===== src/apmoc_pkg.sv =====
// Constants shared by the converter power-mode and output-code logic.
// Assumes a 100 MHz system clock; all timing counts derive from it.
package apmoc_pkg;
   localparam int CLK_PERIOD_NS = 10;
   localparam int RES_BITS = 12;
   localparam int NAP_WAKE_NS = 350;
   // Least time, rounded up to whole cycles
   localparam int NAP_WAKE_CYC = (NAP_WAKE_NS + CLK_PERIOD_NS - 1) / CLK_PERIOD_NS;
   localparam int REF_SETTLE_US = 4000;
   localparam int REF_SETTLE_CYC_DEF = REF_SETTLE_US * 1000 / CLK_PERIOD_NS;
   localparam logic [2:0] NAP_PULSES = 3'h2;
   localparam logic [2:0] SLEEP_PULSES = 3'h4;
   localparam int FIFO_DEPTH = 16;
   localparam int WORD_BITS = RES_BITS + 1;
   localparam logic [11:0] BIPOLAR_MAX = 12'h7FF;
   localparam logic [11:0] UNIPOLAR_MAX = 12'hFFF;
   localparam logic [11:0] CODE_ZERO = 12'h000;
   typedef enum logic [1:0] {
      APMOC_ACTIVE,
      APMOC_NAP,
      APMOC_SLEEP,
      APMOC_WAKE
   } apmoc_pwr_e;
endpackage


===== src/apmoc_fifo.sv =====
// Result word FIFO, flip-flop storage addressed by index.
// Assumes both sides run on clk; the drain side may stall.
`timescale 1ns/1ps
module apmoc_fifo #(
   parameter int WIDTH = 13,
   parameter int DEPTH = 16
) (
   input wire logic clk,
   input wire logic rst_n,
   input wire logic ce,
   input wire logic in_valid,
   output logic in_ready,
   input wire logic [WIDTH-1:0] in_data,
   output logic out_valid,
   input wire logic out_ready,
   output logic [WIDTH-1:0] out_data
);
   localparam int AW = $clog2(DEPTH);
   logic [WIDTH-1:0] mem [DEPTH];
   logic [AW-1:0] wr_ptr, rd_ptr, next_wr_ptr, next_rd_ptr;
   logic [AW:0] count, next_count;
   logic push, pop;

   // Pointer and occupancy next values
   always_comb begin
      push = in_valid && in_ready;
      pop = out_valid && out_ready;
      next_wr_ptr = push ? wr_ptr + 1'b1 : wr_ptr;
      next_rd_ptr = pop ? rd_ptr + 1'b1 : rd_ptr;
      next_count = count + (AW + 1)'(push) - (AW + 1)'(pop);
   end

   assign in_ready = (count != (AW + 1)'(DEPTH));
   assign out_valid = (count != '0);
   assign out_data = mem[rd_ptr];

   always_ff @(posedge clk or negedge rst_n) begin
      if (!rst_n) begin
         wr_ptr <= '0;
         rd_ptr <= '0;
         count <= '0;
      end else if (ce) begin
         wr_ptr <= next_wr_ptr;
         rd_ptr <= next_rd_ptr;
         count <= next_count;
      end
   end

   // Storage entries, one flop group per entry
   for (genvar i = 0; i < DEPTH; i++) begin : g_ent
      always_ff @(posedge clk) begin
         if (ce && push && wr_ptr == AW'(i)) begin
            mem[i] <= in_data;
         end
      end
   end
endmodule


===== src/apmoc_top.sv =====
// Power-state control and output-code formatting for a 12-bit serial converter.
// Assumes link_clk and conversion_start_in come from the host, asynchronous to clk.
// Notes on behaviour
// - Powers up active, ready to convert.
// - Power-down only via clock/start pulse combination.
// - Nap keeps reference alive, rest off.
// - Nap wake-up takes 350ns before conversion.
// - Low reference forces ready flag low.
// - Unipolar result is straight binary.
// - Bipolar result is two's complement.
// - Bipolar codes: -1 all ones, max 7FF.
// - Unipolar codes span 000 to FFF.
// - Clock low: two pulses nap, four sleep.
// - Clock rising edge wakes from power-down.
// - Ready flag leads result, set when settled.
// - Sleep cuts everything including reference.
`timescale 1ns/1ps
module apmoc_top
   import apmoc_pkg::*;
#(
   parameter int REF_SETTLE_CYC = REF_SETTLE_CYC_DEF
) (
   input wire logic clk,
   input wire logic rst_n,
   input wire logic ce,
   input wire logic link_clk,
   input wire logic conversion_start_in,
   input wire logic bipolar_mode,
   input wire logic ref_pin_low,
   input wire logic result_valid,
   input wire logic [RES_BITS-1:0] result_raw,
   output logic word_valid,
   input wire logic word_ready,
   output logic [WORD_BITS-1:0] word_data,
   output logic power_active,
   output logic reference_on,
   output logic convert_allowed,
   output logic reference_ready_flag
);
   ////////////////////////////////////////////////////////////////////
   // Input synchronisers: two flops each before any logic looks
   logic [1:0] clk_sync, conversion_start_in_sync, bip_sync, ref_sync;
   logic clk_prev, conversion_start_in_prev;
   logic clk_s, conversion_start_in_s, clk_rise, conversion_start_in_rise, bip_s, ref_low_s;

   always_ff @(posedge clk or negedge rst_n) begin
      if (!rst_n) begin
         clk_sync <= 2'h0;
         conversion_start_in_sync <= 2'h0;
         bip_sync <= 2'h0;
         ref_sync <= 2'h0;
         clk_prev <= 1'b0;
         conversion_start_in_prev <= 1'b0;
      end else if (ce) begin
         clk_sync <= {clk_sync[0], link_clk};
         conversion_start_in_sync <= {conversion_start_in_sync[0], conversion_start_in};
         bip_sync <= {bip_sync[0], bipolar_mode};
         ref_sync <= {ref_sync[0], ref_pin_low};
         clk_prev <= clk_sync[1];
         conversion_start_in_prev <= conversion_start_in_sync[1];
      end
   end

   // Edge detection reads second-stage flops and their one-cycle-delayed copies
   always_comb begin
      clk_s = clk_sync[1];
      conversion_start_in_s = conversion_start_in_sync[1];
      bip_s = bip_sync[1];
      ref_low_s = ref_sync[1];
      clk_rise = clk_s && !clk_prev;
      conversion_start_in_rise = conversion_start_in_s && !conversion_start_in_prev;
   end

   ////////////////////////////////////////////////////////////////////
   // Power state machine
   apmoc_pwr_e state, next_state;
   logic [2:0] pulse_cnt, next_pulse_cnt;
   logic [5:0] wake_cnt, next_wake_cnt;
   logic [31:0] settle_cnt, next_settle_cnt;
   logic ref_settled, next_ref_settled;

   // Pulse counting only runs while the link clock stays low, so a normal
   // conversion (clock toggling) can never be mistaken for a power-down request
   always_comb begin
      next_state = state;
      next_pulse_cnt = pulse_cnt;
      next_wake_cnt = wake_cnt;
      next_settle_cnt = settle_cnt;
      next_ref_settled = ref_settled;
      if (clk_s) begin
         next_pulse_cnt = 3'h0;
      end else if (conversion_start_in_rise && pulse_cnt != SLEEP_PULSES) begin
         next_pulse_cnt = pulse_cnt + 3'h1;
      end
      case (state)
         APMOC_ACTIVE: begin
            if (!clk_s && conversion_start_in_rise && pulse_cnt == NAP_PULSES - 3'h1) begin
               next_state = APMOC_NAP;
            end
         end
         APMOC_NAP: begin
            if (clk_rise) begin
               next_state = APMOC_WAKE;
               next_wake_cnt = 6'(NAP_WAKE_CYC - 1);
            end else if (!clk_s && conversion_start_in_rise && pulse_cnt == SLEEP_PULSES - 3'h1) begin
               next_state = APMOC_SLEEP;
               next_ref_settled = 1'b0;
            end
         end
         APMOC_SLEEP: begin
            if (clk_rise) begin
               next_state = APMOC_ACTIVE;
               next_settle_cnt = 32'(REF_SETTLE_CYC);
            end
         end
         APMOC_WAKE: begin
            // Conversions held off until the nap recovery time has passed
            if (wake_cnt == 6'h0) begin
               next_state = APMOC_ACTIVE;
            end else begin
               next_wake_cnt = wake_cnt - 6'h1;
            end
         end
         default: next_state = APMOC_ACTIVE;
      endcase
      // Reference ramps only while powered; sleep restarts the ramp
      if (state != APMOC_SLEEP && !ref_settled) begin
         if (settle_cnt == 32'h0) begin
            next_ref_settled = 1'b1;
         end else begin
            next_settle_cnt = settle_cnt - 32'h1;
         end
      end
   end

   always_ff @(posedge clk or negedge rst_n) begin
      if (!rst_n) begin
         state <= APMOC_ACTIVE;
         pulse_cnt <= 3'h0;
         wake_cnt <= 6'h0;
         settle_cnt <= 32'h0;
         ref_settled <= 1'b1;
      end else if (ce) begin
         state <= next_state;
         pulse_cnt <= next_pulse_cnt;
         wake_cnt <= next_wake_cnt;
         settle_cnt <= next_settle_cnt;
         ref_settled <= next_ref_settled;
      end
   end

   assign power_active = (state == APMOC_ACTIVE);
   assign reference_on = (state != APMOC_SLEEP);
   assign convert_allowed = (state == APMOC_ACTIVE);

   ////////////////////////////////////////////////////////////////////
   // Output code formatting and flag
   logic [RES_BITS-1:0] code, next_code;
   logic flag, next_flag, fmt_valid, next_fmt_valid, fifo_ready;

   // Raw result is offset binary from the converter core; bipolar inverts
   // the top bit, giving two's complement with 000 at zero input
   always_comb begin
      next_flag = ref_settled && !ref_low_s && reference_on;
      next_code = code;
      next_fmt_valid = fmt_valid && !fifo_ready;
      if (result_valid && (!fmt_valid || fifo_ready)) begin
         next_fmt_valid = 1'b1;
         if (bip_s) begin
            next_code = {~result_raw[RES_BITS-1], result_raw[RES_BITS-2:0]};
         end else begin
            next_code = result_raw;
         end
      end
   end

   always_ff @(posedge clk or negedge rst_n) begin
      if (!rst_n) begin
         code <= CODE_ZERO;
         flag <= 1'b0;
         fmt_valid <= 1'b0;
      end else if (ce) begin
         code <= next_code;
         flag <= next_flag;
         fmt_valid <= next_fmt_valid;
      end
   end

   assign reference_ready_flag = flag;

   // Flag sits above the code so it leaves first when shifted MSB-first
   apmoc_fifo #(.WIDTH(WORD_BITS), .DEPTH(FIFO_DEPTH)) u_fifo (
      .clk(clk),
      .rst_n(rst_n),
      .ce(ce),
      .in_valid(fmt_valid),
      .in_ready(fifo_ready),
      .in_data({flag, code}),
      .out_valid(word_valid),
      .out_ready(word_ready),
      .out_data(word_data)
   );
endmodule


===== config.mk =====
export PLATFORM = sky130hd
export DESIGN_NAME = apmoc_top
export DESIGN_NICKNAME = d
export VERILOG_FILES = /design/src/apmoc_pkg.sv /design/src/apmoc_fifo.sv /design/src/apmoc_top.sv
export SDC_FILE = /design/constraint.sdc
export NUM_CORES = 1
export LEC_CHECK = 0
export BUFFER_PORTS_ARGS = -buffer_cell sky130_fd_sc_hd__buf_2
export CELL_PAD_IN_SITES_DETAIL_PLACEMENT = 1
export CELL_PAD_IN_SITES_GLOBAL_PLACEMENT = 1
export CORE_MARGIN = 5
export CORE_UTILIZATION = 57
export CTS_BUF_LIST = sky130_fd_sc_hd__clkbuf_16
export DETAILED_ROUTE_END_ITERATION = 7
export GPL_ROUTABILITY_DRIVEN = 0
export PLACE_DENSITY = 0.89
export REMOVE_ABC_BUFFERS = 1
export SETUP_SLACK_MARGIN = 0.3
export SLEW_MARGIN = 20
export SYNTH_ARGS = -nofsm -noshare
export SYNTH_HDL_FRONTEND = slang
export SYNTH_SLANG_ARGS = --single-unit

===== constraint.sdc =====
create_clock -name clk -period 5.52 [get_ports clk]
set_input_delay 0.552 -clock clk [delete_from_list [all_inputs] [get_ports clk]]
set_output_delay 0.552 -clock clk [all_outputs]
set_load 0.05 [all_outputs]

* Word level (Yosys, flattened, before mapping)
Memory sizes are Yosys's and may differ from the RTL's.
Index checks and enable logic that the tools add are counted.
Widths: inputs -> output; s select.
** Word-level totals
- Memories kept :: 1
- Memory bits (writable) :: 208
- Output and inout bits :: 18
- Word-level logic and storage cells :: 220
- Register bits after elaboration :: 81
- Input port bits :: 21
** Operators by class
- Multiplexer cells :: 99
- Equal/unequal tests :: 29
- Add/subtract/negate cells :: 7
- Reductions and logical operators :: 66
- Bitwise operators :: 1
** Memories
- u_fifo.mem :: depth 16, width 13, rd ports 1, clocked after Yosys merged registers in 0, write ports 1, RTL line apmoc_fifo.sv:19 : logic [WIDTH-1:0] mem [DEPTH];
** Operators by type and width (number)
- $mux 13 :: 15
- $reduce_or 13->1 :: 15
- $mux 32 :: 4
- $mux 4 :: 15
- $mux 1 :: 53
- $eq 4x4->1 const B :: 8
- $logic_not 32->1 :: 1
- $sub 32x1->32 const B :: 1
- $logic_and 1x1->1 :: 30
- $eq 4x3->1 const B :: 4
- $mux 12 :: 1
- $mux 6 :: 2
- $pmux 6 s2 :: 1
- $mux 2 :: 5
- $ne 2x2->1 const B :: 5
- $add 4x1->4 const B :: 2
- $eq 4x2->1 const B :: 2
- $pmux 2 s4 :: 1
- $reduce_and 2->1 :: 4
- $logic_not 1->1 :: 7
- $logic_not 6->1 :: 1
- $mux 3 :: 2
- $ne 3x3->1 const B :: 2
- $sub 6x1->6 const B :: 1
- other kinds (18) :: 20

* Depth between registers and ports, before layout
Gate-level depths: netlist of run 1.
- Word-level depth :: 22
- Mapped depth :: 15
- Mapped depth without buffers :: 15

* Cells and area by module
From an unflattened synthesis of run 1, not the netlist that was laid out.
** Unflattened totals
- Cell total of the unflattened synthesis :: 816
- Area total of the unflattened synthesis :: 12492.0 µm²
** Modules (own cells, without submodules)
- apmoc_fifo :: sequential area each 6571.3 µm², area an instance 8964.8 µm², cells an instance 471, times used 1
- apmoc_top :: sequential area each 1702.9 µm², area an instance 3527.1 µm², cells an instance 345, times used 1

* Worst setup path after synthesis of run 1
Ideal clock, no wire load.
- Kind :: flip-flop to flip-flop
- From :: register u_fifo.count[3]
- To :: register u_fifo.count[4]
- Cell stages (with the launch flop) :: 16
- Setup time :: 0.124 ns
- Period minus slack after synthesis :: 3.186 ns
- Data arrival time :: 3.062 ns
- Setup slack :: 2.334 ns
- Path through :: dfrtp_1 inv_1 ha_1 nor3b_1 nand2b_1 and2_1 ha_1 inv_1 ha_1 inv_1 fa_1 nand2b_1 a21oi_1 o21a_1 o21ai_0 xnor2_1
** RTL lines
- from (decl) :: RTL line apmoc_fifo.sv:21 : logic [AW:0] count, next_count;
- from (signal assigned) :: RTL line apmoc_fifo.sv:45 : count <= next_count;
- $reduce_bool 5->1 :: RTL line apmoc_fifo.sv:34 : assign out_valid = (count != '0);
- net word_valid :: RTL line apmoc_top.sv:32 : output logic word_valid,
- $logic_and 1x1->1 :: RTL line apmoc_fifo.sv:27 : pop = out_valid && out_ready;
- $sub 5x1->5 :: RTL line apmoc_fifo.sv:30 : next_count = count + (AW + 1)'(push) - (AW + 1)'(pop);
The timed path passes the listed nets, and every way through them passes these cells.
A chain may end at the register's enable or synchronous reset.

* Worst setup path after layout of run 1
- From :: register u_fifo.rd_ptr[0]
- To :: output word_data[3]
** Between the ends
- Cells in the longest elaborated chain, start to end :: 1
** Ends and longest elaborated chain
- from (decl) :: RTL line apmoc_fifo.sv:20 : logic [AW-1:0] wr_ptr, rd_ptr, next_wr_ptr, next_rd_ptr;
- from (signal assigned) :: RTL line apmoc_fifo.sv:44 : rd_ptr <= next_rd_ptr;
- $mem_v2 16x13
- to (decl) :: RTL line apmoc_top.sv:34 : output logic [WORD_BITS-1:0] word_data,
No other way between the ends.

==> results.md, run 1 <==
- Design Area, Final: around 0.014 mm²
- Reg clk slew, reported paths: 0.06 ns
- PD cells: between 500 and 600 mW/mm²
- Fin. Hold Viols: 3
- GRT Total Usage: 26.0%
- Ant. Diodes: 0
- DRC Markers: 0
- Worst hold path class: in2async
- Skew-Pair Late Insertion Delay: between 0.5 and 0.6 ns
- Die area: roughly 0.024 mm²
- Initial antenna violation count: 0
- Fraction of registers with async set or reset after synthesis: approximately 28%
- Final net count: between 800 and 900
- Max Fanout on Critical Path: 40
- Vias: 6964
- WL final: between 30000 and 40000 µm
- Final global-route overflow total: 0
- Vias/cell: 6.49
- Starting Density: between 50 and 60%
- Vias in the first global route: about 7600
- XOR/XNOR Fraction of Synth Area: less than 1%
- Post-synth top area cell: edfxtp_1
- Slew headroom: about 28%
- 1st-iter DRT viols: between 600 and 700
- Status: finished, violations left
- Top area cells in the synthesized netlist: edfxtp_1 (51%), dfrtp_1 (16%), mux4_2 (12%)
- Placed Instance Area: ~0.013 mm²
- Pins Over Slew Limit: 0
- Yosys warning total: 0
- Mapped Area: 0.0122 mm²
- 1st-pass router iterations: 5
- Multiplexer area fraction after synthesis: 14.9%
- Post-Synth Simple-Gate Area: 6.92%
- Top FF cell, synth: edfxtp_1
- Sink Count: slightly below 300
- RSZ-0062 raised after global routing: false
- H-tree level count: 1
- Skew final: around 0.027 ns
- Highest clock rate: roughly 260 MHz
- Rows: 53
- Post-layout minimum cycle time: between 3 and 4 ns
- Largest net degree at the start of global routing: 47
- Leakage power: 4.81 nW
- Period utilization: a little over two thirds
- Yosys reg bits: approximately 290
- Clock tree buffer depth: 3
- Peak supply drop: 329 µV
- Critical Path AT: ~3.3 ns
- Area growth, synth to finish: 12.9%
- Share of cells above drive strength 1: 26.6%
- Post-DP HPWL: ~19000 µm
- Drt wl/cell: about 29 µm
- Hold WS: -0.00785 ns
- Clock root cell: clkbuf_16
- Max-Cap Viols: 0
- # resized after CTS: 0
- Violated checks: hold timing
- PortBufs: 38
- IO Pins: 39
- Data required, critical path: 4.97 ns
- Core Area: ~0.021 mm²
- Die height: approximately 160 µm
- Chip width: roughly 160 µm
- Post-CTS setup buffers: 0
- Mapped Avg Cell Area: about 17 µm²
- Fillcell total: roughly 1800
- Adder-Cell Fraction of Synth Area: 2.11%
- Antenna viol nets, final: 0
- Share of the synthesized area in the top cell type: 51.1%
- Yosys cell types: 58
- Synth Area in Compound Gates: roughly 5.3%
- Nature of the critical path startpoint: flip-flop
- TritonCTS clock tree: done
- Seq/Total Area, Yosys: between 60% and 70%
- Post-synth EDFFs: approximately 210
- Setup_tns: 0 ns
- Final setup vio count: 0
- Critical Path End Type: output port
- CTS hold repair buffers: 0
- Main combinational cell family by area after synthesis: multiplexers
- CTS Buf Count: 30
- Crit Path Class: reg2out
- Post-Synthesis Cells: ~730
- Slew @ Worst Pin: 1.07 ns
- First-pass GRT wire length: approximately 48000 µm
-- cells in the mapped netlist, types with 4 or more instances --
library cell  count
nor3_1           19
a21oi_1          14
nand2_1          36
o31ai_1          11
edfxtp_1        208
a31oi_1           4
and3_1            5
or4_1            13
inv_1            23
or3_1            10
xnor2_1           8
o21ai_0          17
o41ai_1           5
mux2_2           26
buf_1            12
nand3_1          15
a22o_1            7
dfrtp_1          80
nor2_1           29
mux2i_1           7
buf_2             4
ha_1             19
clkbuf_1         19
nor4_1            9
nand2b_1          9
mux4_2           65
o221a_2           4
-- metal layers --
metal | global-route usage, % | wire, µm | up-vias
met5 | 0 | 0 | -
met4 | 6.94 | 751 | 0
met3 | 4.18 | 1740 | 56
met2 | 46.3 | 16500 | 251
met1 | 33.4 | 11900 | 3661
li1 | - | - | 2996
-- layout by cell type, fill, tap and decap left out, types with 6 or more instances in the layout --
| cell | Yosys | final |
|---|---|---|
| nor2_1 | 29 | 19 |
| or3_1 | 10 | 10 |
| nor3_1 | 19 | 15 |
| or4_1 | 13 | 13 |
| a22o_1 | 7 | 7 |
| o31ai_1 | 11 | 11 |
| mux2i_1 | 7 | 7 |
| nand2_1 | 36 | 36 |
| nand2b_1 | 9 | 9 |
| a21oi_1 | 14 | 14 |
| ha_1 | 19 | 19 |
| edfxtp_1 | 208 | 208 |
| mux2_2 | 26 | 26 |
| nand3_1 | 15 | 15 |
| nor2_2 | 0 | 10 |
| nor4_1 | 9 | 9 |
| xnor2_1 | 8 | 8 |
| dfrtp_1 | 80 | 77 |
| clkbuf_16 | 0 | 31 |
| bufinv_16 | 0 | 6 |
| buf_2 | 4 | 37 |
| o21ai_0 | 17 | 17 |
| inv_1 | 23 | 31 |
| mux4_2 | 65 | 65 |
| buf_4 | 3 | 9 |
-- through the flow --
step	util, %	worst slack [ns]	std cells	hold WS (ns)	power [mW]
6_report	65.5	1.65	1073	-0.00785	7.36
3_3_place_gp	60.1	2.25	1015	0.443	5.01
2_1_floorplan	-	1.51	694	0.256	4.55
3_5_place_dp	60.5	2.16	1017	0.448	5.21
4_1_cts	65.5	1.58	1073	0.000929	7.39
5_1_grt	65.5	1.47	1073	0.0176	7.67
-- sequential cells by signal (all words and copies together) (netlist names) --
name                      cells
bip_sync                      2
clk_prev                      1
clk_sync                      2
code                         12
conversion_start_in_prev      1
conversion_start_in_sync      2
fmt_valid                     1
pulse_cnt                     3
ref_settled                   1
ref_sync                      2
reference_ready_flag          1
settle_cnt                   32
state                         2
u_fifo.count                  5
u_fifo.mem                  208
u_fifo.rd_ptr                 4
u_fifo.wr_ptr                 4
wake_cnt                      6
-- path summary, 6_finish.rpt --
kind                                startpoint                           to  slack (ns)  depth (start not counted)
max in group asynchronous                rst_n               settle_cnt[24]        4.47                          2
max                           u_fifo.rd_ptr[0]                 word_data[3]        1.65                          4
max reg2reg                    u_fifo.count[2]              u_fifo.count[4]        2.13                         15
min                                      rst_n                settle_cnt[2]      -0.008                          1
min in group clk           conversion_start_in  conversion_start_in_sync[0]        0.24                          2
min reg2reg                        ref_sync[1]         reference_ready_flag        0.44                          1
-- report_power, final --
part,internal (mW),switching (mW)
Clock,1.30,0.845
Combinational,0.890,1.16
Sequential,2.64,0.530
-- critical path, stage by stage, from the launching register on --
cell and delay (ns):
dfrtp_4 0.96, buf_4 0.47, mux4_2 0.56, mux4_2 0.51, buf_2 0.23
-- layout make-up --
class,instances,area [µm²],area share [%]
clock buffer,31,776,5.62
multi-input combinational,382,3760,27.2
tap,275,344,2.49
inverter,23,86.3,0.625
clock inverter,25,282,2.04
timing repair buffer,48,279,2.02
sequential,289,8280,60.0
-- logic make-up after synthesis --
| logic type | after synthesis |
|---|---|
| simple gates | 162 |
| compound gates | 91 |
| fa+ha+maj | 20 |
| mux | 98 |
| flops | 289 |
| buf+inv | 63 |
| xor+xnor | 11 |
(Power assumes the default switching activity.)
==> inputs of run 2 (changes only) <==
--- a/config.mk
+++ b/config.mk
@@ -5,15 +5,16 @@
 export SDC_FILE = /design/constraint.sdc
 export NUM_CORES = 1
 export LEC_CHECK = 0
+export ABC_AREA = 1
 export BUFFER_PORTS_ARGS = -buffer_cell sky130_fd_sc_hd__buf_2
 export CELL_PAD_IN_SITES_DETAIL_PLACEMENT = 1
 export CELL_PAD_IN_SITES_GLOBAL_PLACEMENT = 1
 export CORE_MARGIN = 5
-export CORE_UTILIZATION = 57
+export CORE_UTILIZATION = 49
 export CTS_BUF_LIST = sky130_fd_sc_hd__clkbuf_16
 export DETAILED_ROUTE_END_ITERATION = 7
 export GPL_ROUTABILITY_DRIVEN = 0
-export PLACE_DENSITY = 0.89
+export PLACE_DENSITY = 0.84
 export REMOVE_ABC_BUFFERS = 1
 export SETUP_SLACK_MARGIN = 0.3
 export SLEW_MARGIN = 20
==> constraint.sdc (replaced) <==
create_clock -name clk -period 4 [get_ports clk]
set_input_delay 0.4 -clock clk [delete_from_list [all_inputs] [get_ports clk]]
set_output_delay 0.4 -clock clk [all_outputs]
set_load 0.05 [all_outputs]
==> run 2 against run 1 <==
Clock skew is 0.0049 ns lower; area after synthesis is 7.7% higher; sequential share of layout area is 3.7 points lower; first-iteration DRC count is 34% higher; largest power group unchanged; the run now ends clean.
==> results.md, run 2 <==
- Slew headroom: 29.6% (was 28.5%)
- Vias in the first global route: 10500 (was 7610)
- Hold Path Origin: ref_pin_low
- Nature of the critical path startpoint: flip-flop (unchanged)
- Post-DP HPWL: 22900 µm (was 19300 µm)
- Post-layout minimum cycle time: 3.27 ns
- Reg clk slew, reported paths: 0.06 ns (about the same)
- Post-Synthesis Cells: 1320 (was 734)
- Critical R2R Launch: u_fifo.count[3] (was u_fifo.count[2])
- Rows: 60 (was 53)
- Commonest non-fill, non-tap cells in the layout: nor2_1 (261), nand2_1 (229), edfxtp_1 (208) (was edfxtp_1 (208), dfrtp_1 (77), mux4_2 (65))
- WL final: 36200 µm (was 30800 µm)
- Hold Path Cell Cnt: 3
- # resized after CTS: 0 (unchanged)
- Ant. Diodes: 0 (unchanged)
- 1st-pass router iterations: 5 (unchanged)
- Final setup vio count: 0 (unchanged)
- Pins Over Slew Limit: 0 (unchanged)
- Largest net degree at the start of global routing: 107 (was 47)
- TritonCTS clock tree: done (unchanged)
- Post-place setup slack: 1.15 ns (was 2.16 ns)
- Crit Path Class: reg2out (unchanged)
- Share of the synthesized area in the top cell type: 47.4% (was 51.1%)
- Final net count: 1405 (was 815)
- Core Area: 0.0267 mm² (was 0.0211 mm²)
- PortBufs: 38 (unchanged)
- Vias/cell: 5.71 (was 6.49)
- Yosys warning total: 0 (unchanged)
- PD cells: 718 mW/mm² (was 533 mW/mm²)
- Chip width: 174 µm (was 156 µm)
- Setup_tns: 0 ns (unchanged)
- Status: complete, no violations (was finished, violations left)
- Synth cell count leaders: nor2_1 (261), nand2_1 (229), edfxtp_1 (208), o21ai_0 (123), inv_1 (87) (was edfxtp_1 (208), dfrtp_1 (80), mux4_2 (65), nand2_1 (36), nor2_1 (29))
- Core Util, Final: 55.1% (was 65.5%)
- Data required, critical path: 3.60 ns (was 4.97 ns)
- Die area: 0.0303 mm² (was 0.0245 mm²)
- Seq/Total Area, Yosys: 62.8% (was 67.7%)
- Share of cells above drive strength 1: 10.8% (was 26.6%)
- FF/Latch Area: 0.00828 mm² (about the same)
- Mapped Avg Cell Area: 9.98 µm² (was 16.7 µm²)
- Fraction of registers with async set or reset after synthesis: 28.0% (unchanged)
- Area occupied by multi-input gates: 0.00426 mm² (was 0.00376 mm²)
- Post-synth top area cell: edfxtp_1 (unchanged)
- Vias: 9869 (was 6964)
- Slew @ Worst Pin: 1.06 ns (was 1.07 ns)
- Yosys reg bits: 289 (unchanged)
- Critical Path Start: u_fifo.rd_ptr[0] (unchanged)
- H-tree level count: 1 (unchanged)
- Critical Path AT: 2.87 ns (was 3.32 ns)
- Yosys cell types: 39 (was 58)
- Sink Count: 289 (unchanged)
- Peak supply drop: 482 µV (was 329 µV)
- Fillcell total: 2929 (was 1825)
- Skew-Pair Late Insertion Delay: 0.57 ns (was 0.55 ns)
- Max Fanout on Critical Path: 106 (was 40)
- Max-Cap Viols: 0 (unchanged)
- Critical Path End Type: output port (unchanged)
- GRT Total Usage: 23.9% (was 26.0%)
- Fin. Hold Viols: 0 (was 3)
- Clock root cell: clkbuf_16 (unchanged)
- Highest clock rate: between 300 and 400 MHz
- Leakage power: 5.88 nW (was 4.81 nW)
- Worst setup margin: 0.730 ns (was 1.65 ns)
- Most frequent cell after synthesis: nor2_1 (was edfxtp_1)
- First-pass GRT wire length: 57600 µm (was 47600 µm)
- DRC Markers: 0 (unchanged)
- Max reg flops: 208 (unchanged)
- Top area cells in the synthesized netlist: edfxtp_1 (47%), dfrtp_1 (15%), nor2_1 (7.4%) (was edfxtp_1 (51%), dfrtp_1 (16%), mux4_2 (12%))
- 1st-iter DRT viols: 912 (was 682)
- Top FF cell, synth: edfxtp_1 (unchanged)
- CTS Buf Count: 30 (unchanged)
- Worst reg2reg path depth: 17 (was 15)
- Area growth, synth to finish: 11.8% (was 12.9%)
- Skew final: 0.0217 ns (was 0.0266 ns)
- Clock tree buffer depth: 3 (unchanged)
- Commonest non-fill, non-tap cell in the layout: nor2_1 (was edfxtp_1)
- Starting Density: 49.3% (was 58.0%)
- Drt wl/cell: 21.0 µm (was 28.7 µm)
- Largest registers: u_fifo.mem: 208 flops, settle_cnt: 32 flops, code: 12 flops (unchanged)
- Post-synth EDFFs: 208 (unchanged)
- Die height: 174 µm (was 156 µm)
- Mapped Area: 0.0132 mm² (was 0.0122 mm²)
- Initial antenna violation count: 0 (unchanged)
- IO Pins: 39 (unchanged)
- Largest Register: u_fifo.mem (unchanged)
- RSZ-0062 raised after global routing: false (unchanged)
- Antenna viol nets, final: 0 (unchanged)
- Final global-route overflow total: 0 (unchanged)
- Period utilization: about four fifths
- Worst hold path class: in2reg (was in2async)
[run 2: cell types whose count changed in the layout (fill, tap and decap cells not counted), moves of 13 or more]
cell	delta
a21oi_1	+13
nand3_1	+54
mux2_2	-25
o21ai_1	+19
o21ai_0	+106
or4_1	-13
buf_4	+18
mux4_2	-65
inv_1	+63
o211ai_1	+45
nor2_1	+242
nand2_1	+193
[run 2: layer usage]
metal  GRT usage [%]  routed length (µm)
met1            30.0               14700
met2            43.6               18800
met3            2.65                1710
met4            7.09                1060
met5               0                   0
[run 2: final timing paths]
check	slack, ns	endpoint
setup reg to reg	1.15	u_fifo.count[4]
hold reg to reg	0.47	ref_sync[0]
hold / removal	0.04	ref_sync[0]
min in group asynchronous	0.47	state[0]
max in group asynchronous	2.66	ref_settled
setup / recovery	0.73	word_data[7]
[run 2: repair_timing]
item / in CTS / in global routing
hold endpoints to repair: 58 / 0
buffers inserted: 0 / 0
hold buffers: 1 / 0
[run 2: cell families after synthesis]
family,count (synthesis),synth area share (%)
buffers and inverters,154,4.82
flip-flops,289,62.8
multiplexers,6,0.465
AND/OR/NAND/NOR,613,19.5
AO/OA/AOI/OAI,228,9.77
XOR/XNOR,10,0.665
adder cells (fa/ha/maj),20,1.96
[run 2: worst max-delay path, stage by stage, from the launching register on]
cell and delay, ns:
dfrtp_2 0.36, buf_4 0.77, o21ai_0 0.28, o211ai_1 0.25
nand3_1 0.12, nand2_1 0.17, buf_2 0.28
[run 2: cell type report]
type                            instances  share of cell area (%)
Sequential cell                       289                    56.2
Multi-Input combinational cell        877                    29.0
Clock buffer                           30                    5.10
Timing Repair Buffer                   67                    2.97
Tap cell                              341                    2.90
Inverter                               99                    2.52
Clock inverter                         26                    1.32
[run 2: power by group]
part	internal, mW	total [mW]	switching [mW]
combinational	1.06	3.82	2.76
clock	1.49	2.65	1.16
sequential	3.69	4.11	0.412
[run 2: per-stage QoR]
stage | instance area [µm²] | cells | power [mW] | hold WS [ns]
final | 14700 | 1729 | 10.6 | 0.0445
after global placement | 13800 | 1672 | 7.71 | 0.460
after detailed placement | 13800 | 1672 | 7.95 | 0.460
after global routing | 14700 | 1729 | 11.2 | 0.0348
after CTS | 14700 | 1729 | 10.6 | 0.0233
after floorplan | 12900 | 1265 | 6.65 | 0.104
